$ cat config.mk
export PLATFORM = sky130hd
export DESIGN_NAME = rail_phase_config
export DESIGN_NICKNAME = d
export VERILOG_FILES = /design/src/hdl/rail_phase_pkg.sv /design/src/hdl/rail_phase_config.sv
export VERILOG_INCLUDE_DIRS = /design/src /design/src/hdl
export SDC_FILE = /design/constraint.sdc
export NUM_CORES = 1
export LEC_CHECK = 0
export ABC_AREA = 1
export BUFFER_PORTS_ARGS = -buffer_cell sky130_fd_sc_hd__buf_2
export CORE_ASPECT_RATIO = 1.5
export CORE_UTILIZATION = 30
export DETAILED_ROUTE_END_ITERATION = 10
export SYNTH_ARGS = -nofsm -noshare
export SYNTH_HDL_FRONTEND = slang
export SYNTH_SLANG_ARGS = --single-unit
export TNS_END_PERCENT = 5
$ cat constraint.sdc
create_clock -name ref_clk -period 9.7 [get_ports ref_clk]
set_input_delay 1.94 -clock ref_clk [delete_from_list [all_inputs] [get_ports ref_clk]]
set_output_delay 1.94 -clock ref_clk [all_outputs]
set_load 0.03 [all_outputs]
$ cat src/hdl/rail_phase_cfg.svh
// constants for the rail phase configuration register
// Operation
// phase position field in bits 15:13
// rail identifier field in bits 12:8
// phase count field, value plus one
// members spread phase offsets evenly around period
// rails hold up to eight devices
// host sets same rail, count, positions sequentially
// host sets same group, group message response
// reset loads rail from strapped address low bits
// offset is position times period over count
`ifndef RAIL_PHASE_CFG_SVH
`define RAIL_PHASE_CFG_SVH
`define RPC_CMD_CODE 8'hD3
`define RPC_POS_MSB 15
`define RPC_POS_LSB 13
`define RPC_RAIL_MSB 12
`define RPC_RAIL_LSB 8
`define RPC_CNT_MSB 2
`define RPC_CNT_LSB 0
`define RPC_POS_RESET 3'h0
`define RPC_CNT_RESET 3'h0
`define RPC_UNUSED_MASK 16'hFF07
`define RPC_PERIOD_RESET 16'h0064
`endif

$ cat src/hdl/rail_phase_pkg.sv
// types for the rail phase configuration register
package rail_phase_pkg;
   typedef struct packed {
      logic [2:0] phase_position;
      logic [4:0] rail_identifier;
      logic [4:0] unused;
      logic [2:0] phase_count;
   } rail_cfg_s;
   typedef struct packed {
      logic wr;
      logic rd;
      logic [7:0] cmd;
      logic [15:0] wdata;
   } cmd_req_s;
   typedef enum logic [1:0] {off_idle, off_div} off_state_e;
endpackage : rail_phase_pkg

$ cat src/hdl/rail_phase_config.sv
// rail phase configuration register and phase offset computation
`timescale 1ns/10ps
`include "rail_phase_cfg.svh"
module rail_phase_config #(
   parameter int PERIOD_W = 16
) (
   input wire logic ref_clk,
   input wire logic rstn,
   input wire logic [6:0] strap_addr,
   input wire logic cmd_wr,
   input wire logic cmd_rd,
   input wire logic [7:0] cmd_code,
   input wire logic [15:0] cmd_wdata,
   input wire logic [PERIOD_W-1:0] period_ticks,
   output logic [15:0] cmd_rdata,
   output logic cmd_ack,
   output logic [2:0] phase_position,
   output logic [4:0] rail_identifier,
   output logic [3:0] phases_in_rail,
   output logic [PERIOD_W-1:0] phase_offset,
   output logic offset_valid
);
   ////////////////////////////////////////////////////////////////////////////
   // reset enters asynchronously but leaves on the clock, so no flop sees a late edge
   logic rst_s1_q, rst_q;
   logic rst_s1_d, rst_d;
   always_comb begin
      rst_s1_d = 1'b1;
      rst_d = rst_s1_q;
   end
   always_ff @(posedge ref_clk or negedge rstn) begin
      if (!rstn) begin
         rst_s1_q <= 1'b0;
         rst_q <= 1'b0;
      end else begin
         rst_s1_q <= rst_s1_d;
         rst_q <= rst_d;
      end
   end
   // strap pins are async: two stages before use
   logic [6:0] strap_s1_q, strap_q;
   logic [6:0] strap_s1_d, strap_d;
   always_comb begin
      strap_s1_d = strap_addr;
      strap_d = strap_s1_q;
   end
   always_ff @(posedge ref_clk) begin
      strap_s1_q <= strap_s1_d;
      strap_q <= strap_d;
   end
   ////////////////////////////////////////////////////////////////////////////
   rail_phase_pkg::rail_cfg_s cfg_q, cfg_d;
   rail_phase_pkg::cmd_req_s req;
   logic loaded_q, loaded_d;
   logic load_wait_q, load_wait_d;
   logic [15:0] rdata_q, rdata_d;
   logic ack_q, ack_d;
   logic hit;
   logic wr_hit;
   logic rd_any;
   assign req = '{wr: cmd_wr, rd: cmd_rd, cmd: cmd_code, wdata: cmd_wdata};
   assign hit = (req.cmd == `RPC_CMD_CODE);
   assign wr_hit = req.wr && hit;
   assign rd_any = req.rd;
   always_comb begin
      cfg_d = cfg_q;
      load_wait_d = 1'b1;
      loaded_d = load_wait_q;
      rdata_d = rdata_q;
      ack_d = 1'b0;
      // strap copy taken once the synchroniser has settled after release;
      // commands in these first cycles are dropped rather than racing the strap
      if (!loaded_q) begin
         cfg_d.rail_identifier = strap_q[4:0];
      end else if (wr_hit) begin
         cfg_d.phase_position = req.wdata[`RPC_POS_MSB:`RPC_POS_LSB];
         cfg_d.rail_identifier = req.wdata[`RPC_RAIL_MSB:`RPC_RAIL_LSB];
         cfg_d.phase_count = req.wdata[`RPC_CNT_MSB:`RPC_CNT_LSB];
         cfg_d.unused = 5'h00;
         ack_d = 1'b1;
      end else if (rd_any) begin
         // other codes belong to other registers: answer zero and stay silent
         rdata_d = hit ? (cfg_q & `RPC_UNUSED_MASK) : 16'h0000;
         ack_d = hit;
      end
   end
   always_ff @(posedge ref_clk or negedge rst_q) begin
      if (!rst_q) begin
         // rail field is filled from the strap a few cycles after release
         cfg_q.phase_position <= `RPC_POS_RESET;
         cfg_q.rail_identifier <= 5'h00;
         cfg_q.unused <= 5'h00;
         cfg_q.phase_count <= `RPC_CNT_RESET;
         loaded_q <= 1'b0;
         load_wait_q <= 1'b0;
         rdata_q <= 16'h0000;
         ack_q <= 1'b0;
      end else begin
         cfg_q <= cfg_d;
         loaded_q <= loaded_d;
         load_wait_q <= load_wait_d;
         rdata_q <= rdata_d;
         ack_q <= ack_d;
      end
   end
   ////////////////////////////////////////////////////////////////////////////
   // offset = position * period / (count+1) by restoring division; sequential
   // to avoid a wide combinational divider, result lags a config change
   localparam int PW = PERIOD_W + 3;
   rail_phase_pkg::off_state_e st_q, st_d;
   logic [PW-1:0] num_q, num_d;
   logic [PW-1:0] quo_q, quo_d;
   logic [PW:0] rem_q, rem_d;
   logic [5:0] bit_q, bit_d;
   logic [PERIOD_W-1:0] off_q, off_d;
   logic val_q, val_d;
   logic [7:0] snap_q, snap_d;
   logic [7:0] snap_now;
   logic restart;
   logic [3:0] divisor;
   logic [PW:0] div_ext;
   logic [PW:0] trial;
   logic [PW-1:0] num_start;
   logic last_bit;
   assign divisor = {1'b0, cfg_q.phase_count} + 4'h1;
   assign div_ext = {{(PW-3){1'b0}}, divisor};
   assign trial = {rem_q[PW-1:0], num_q[PW-1]};
   assign snap_now = {cfg_q.phase_position, cfg_q.phase_count, 2'b00};
   assign restart = (snap_q != snap_now);
   assign num_start = PW'(cfg_q.phase_position) * PW'(period_ticks);
   assign last_bit = (bit_q == 6'h01);
   always_comb begin
      st_d = st_q;
      num_d = num_q;
      quo_d = quo_q;
      rem_d = rem_q;
      bit_d = bit_q;
      off_d = off_q;
      val_d = val_q;
      snap_d = snap_q;
      case (st_q)
         rail_phase_pkg::off_idle: begin
            // valid clears at reset, so a divide also starts right after release
            if (restart || !val_q) begin
               num_d = num_start;
               quo_d = '0;
               rem_d = '0;
               bit_d = 6'(PW);
               snap_d = snap_now;
               val_d = 1'b0;
               st_d = rail_phase_pkg::off_div;
            end
         end
         rail_phase_pkg::off_div: begin
            // a write that changes position or count during the divide restarts it, but a stale quotient still shows valid for one cycle after a write lands in idle
            if (restart) begin
               st_d = rail_phase_pkg::off_idle;
            end else begin
               num_d = {num_q[PW-2:0], 1'b0};
               if (trial >= div_ext) begin
                  rem_d = trial - div_ext;
                  quo_d = {quo_q[PW-2:0], 1'b1};
               end else begin
                  rem_d = trial;
                  quo_d = {quo_q[PW-2:0], 1'b0};
               end
               bit_d = bit_q - 6'h01;
               if (last_bit) begin
                  off_d = quo_d[PERIOD_W-1:0];
                  val_d = 1'b1;
                  st_d = rail_phase_pkg::off_idle;
               end
            end
         end
         default: st_d = rail_phase_pkg::off_idle;
      endcase
   end
   always_ff @(posedge ref_clk or negedge rst_q) begin
      if (!rst_q) begin
         st_q <= rail_phase_pkg::off_idle;
         num_q <= '0;
         quo_q <= '0;
         rem_q <= '0;
         bit_q <= 6'h00;
         off_q <= '0;
         val_q <= 1'b0;
         snap_q <= 8'h00;
      end else begin
         st_q <= st_d;
         num_q <= num_d;
         quo_q <= quo_d;
         rem_q <= rem_d;
         bit_q <= bit_d;
         off_q <= off_d;
         val_q <= val_d;
         snap_q <= snap_d;
      end
   end
   ////////////////////////////////////////////////////////////////////////////
   // registered so every output comes straight from a flop
   logic [3:0] pir_q, pir_d;
   always_comb begin
      pir_d = divisor;
   end
   always_ff @(posedge ref_clk or negedge rst_q) begin
      if (!rst_q) begin
         pir_q <= 4'h1;
      end else begin
         pir_q <= pir_d;
      end
   end
   ////////////////////////////////////////////////////////////////////////////
   // phase_offset keeps only the low PERIOD_W bits, so a position above the
   // phase count with a very long period wraps
   assign cmd_rdata = rdata_q;
   assign cmd_ack = ack_q;
   assign phase_position = cfg_q.phase_position;
   assign rail_identifier = cfg_q.rail_identifier;
   assign phases_in_rail = pir_q;
   assign phase_offset = off_q;
   assign offset_valid = val_q;
endmodule : rail_phase_config

==> out/summary.txt <==
status = finished with violations
failing checks = DRC
DR DRC count = 3
WL/cell = 12.67 um
vias in the first global route = 5,630
Ports = 97
Syn. warnings = 0
number of library cell types mapped by synthesis = 45
Yosys top cell area share = 0.4129
die area = 23,450 um2
CP arrival = 4530 ps
Avg Cell Area, Syn = 8.067 um2
Crit Path Class = input pin to register
post-synth top area cell = dfrtp_1
CTS clk-pin slew, worst paths = 60 ps
Initial DRC Count = 284
worst hold path class = register to asynchronous set/reset pin
crit path max fanout = 4
Synth Flop Type = dfrtp_1
area grow syn2layout = 17.21%
Final Non-Filler Cells = 1,209
worst flop-to-flop path startpoint = phase_position[2]$_DFFE_PN0P_
final setup vio count = 0
Total Power = 2.512 mW
Tot GR Track Use = 0.1395
RSZ-0062 raised after global routing = no
Setup TNS = 0 ps
min setup slack post-route = 5481 ps
Reg area = 3058 um2
first-pass GRT wire length = 26.32 mm
worst skew pair latency = 420 ps
Place WS = 5063 ps
maximum VDD drop = 0.0002260 V
Mapped Area = 6849 um2
worst-case reg-to-reg path depth = 15
Initial Util = 0.3060
Post-Route WL = 15.32 mm
Finished Cell Area = 8028 um2
reg2reg end = num_q[18]$_DFFE_PN0P_
DR pass1 iterations = 7
Synth Register Bits = 124
Sw Ratio = 0.4289
clock skew after layout = 5.807 ps
number of hold violations in the final report = 0
startpoint class of the critical path = input pin
Final Max Slew Viols = 0
vias after detailed routing = 5,637
CTS max path bufs = 2
most frequent cell after synthesis = nand2_1
DRT antenna net count = 0
PostCTS Resize Cnt = 0
FF-to-FF setup slack = 6200 ps
port bufs = 84
Num CTS Buffers = 17
number of nets at the end of the flow = 1,009
total congestion overflow = 0
total clock sinks = 124
leak pwr = 4.165 nW
minimum clock period = 4219 ps
P_sw = 1.078 mW
max_cap viols = 0
Data required, critical path = 10,010 ps
power share of the clock group = 0.265
Slew Limit Headroom = 0.3015
chip width = 125.4 um
sequential share of power = 0.282
Comb power frac = 0.453
Core Area = 22,380 um2
initial antenna violation count = 2
RD Place Congestion = 0.8527
Pint = 1.435 mW
power per cell area = 312.9 nW/um2
f_max = 237.0 MHz
Core Util, Final = 0.3587
root buffer cell = clkbuf_16
TritonCTS clock tree = built
most frequent cells after synthesis = nand2_1, inv_1, dfrtp_1, o21ai_0, nand3_1
asr flop ratio synth = 0.9194
top post-synthesis cells by area = dfrtp_1, nand2_1, inv_1, o21ai_0, fa_1
Vias/cell = 4.663
dpl cells = 1,175
Syn Inst Count = 849
post-CTS setup buffers = 0
worst slew pin tran = 1044 ps
Post-synth EDFFs = 0
DP Wirelength = 11.16 mm
area occupied by multi-input gates = 3120 um2
Rows = 67
H-tree depth = 4
final worst path period share = 0.4350
ratio of cells with drive above 1 in the final layout = 0.1343
Fin Hold WS = 306.5 ps
crit end category = register
largest net degree at the start of global routing = 75
sequential share of the synthesized area = 0.4459
die height = 187.1 um
# fillers = 2,315
CTS Hold Buffers Added = 0
Area after DPL = 7405 um2
==> critical path, cell delays in order <==
cell and delay, ps:
buf_2 100, nand2_1 80, fa_1 580, inv_1 40, ha_1 200, inv_1 70
fa_1 210, inv_1 50, nand3_1 60, nand2_1 120, a21boi_0 450, inv_1 90
nand3b_1 160, a21oi_1 90, o21ai_0 200, nand2_1 70
==> cell usage in the layout (no fill, tap or decap), types with 7 or more instances in the layout <==
| master | netlist | layout |
|---|---|---|
| o22ai_1 | 21 | 21 |
| a21oi_1 | 22 | 22 |
| ha_1 | 24 | 24 |
| inv_1 | 116 | 116 |
| fa_1 | 16 | 16 |
| o21ai_0 | 77 | 77 |
| clkbuf_16 | 0 | 17 |
| nand2_1 | 239 | 239 |
| dfxtp_1 | 10 | 10 |
| conb_1 | 2 | 7 |
| nand3_1 | 43 | 43 |
| xor2_1 | 8 | 8 |
| buf_2 | 9 | 84 |
| nor3_1 | 9 | 9 |
| nor2_1 | 42 | 42 |
| nand4_1 | 11 | 11 |
| o211ai_1 | 9 | 9 |
| xnor2_1 | 8 | 8 |
| dfrtp_1 | 113 | 112 |
==> area by class of cell <==
type / count / area share
antenna: 2 / 0.0006234
sequential: 124 / 0.3809
clock inverter: 10 / 0.02042
timing repair buffer: 85 / 0.05330
clock buffer: 22 / 0.05658
multi-input combinational: 570 / 0.3887
tap: 276 / 0.04302
inverter: 120 / 0.05642
==> worst max path at each step <==
stage / slack [ps] / startpoint / end / cells past startpoint
after detailed placement: 5060 / period_ticks[0] / num_q[18]$_DFFE_PN0P_ / 16
after global routing: 5180 / period_ticks[0] / num_q[18]$_DFFE_PN0P_ / 16
after CTS: 5530 / period_ticks[0] / num_q[18]$_DFFE_PN0P_ / 16
after global placement: 5150 / period_ticks[0] / num_q[18]$_DFFE_PN0P_ / 16
final: 5480 / period_ticks[0] / num_q[18]$_DFFE_PN0P_ / 16
after floorplan: 5610 / period_ticks[0] / num_q[18]$_DFFE_PN0P_ / 15
==> state kept, by name (all words and copies together) (netlist names), 5 cells and up <==
| signal | count |
|---|---|
| num_q | 19 |
| rem_q | 19 |
| phase_offset | 16 |
| quo_q | 15 |
| cmd_rdata | 11 |
| bit_q | 6 |
| snap_q | 6 |
| rail_identifier | 5 |
| strap_d | 5 |
| strap_q | 5 |
==> per-layer routing <==
metal / GRT usage / share of wire / vias to the layer above
li1: - / - / 2851
met1: 0.1553 / 0.42 / 2668
met2: 0.2538 / 0.53 / 93
met3: 0.02374 / 0.028 / 25
met4: 0.07036 / 0.027 / 0
met5: 0 / 0 / -
==> power by group through the flow <==
stage	Combinational, mW	Clock, mW	Sequential, mW
6_report	1.14	0.666	0.708
5_1_grt	1.33	0.701	0.724
4_1_cts	1.14	0.681	0.709
3_5_place_dp	1.14	0	0.715
3_3_place_gp	1.13	0	0.714
2_1_floorplan	0.945	0	0.698
==> logic make-up after synthesis <==
| family | synth area share |
|---|---|
| AO/OA/AOI/OAI | 0.1255 |
| flip-flops | 0.4459 |
| other | 0.001096 |
| buffers and inverters | 0.1012 |
| XOR/XNOR | 0.02046 |
| AND/OR/NAND/NOR | 0.2152 |
| adder cells (fa/ha/maj) | 0.09061 |
Note: power is estimated with default switching activity, not from simulation.
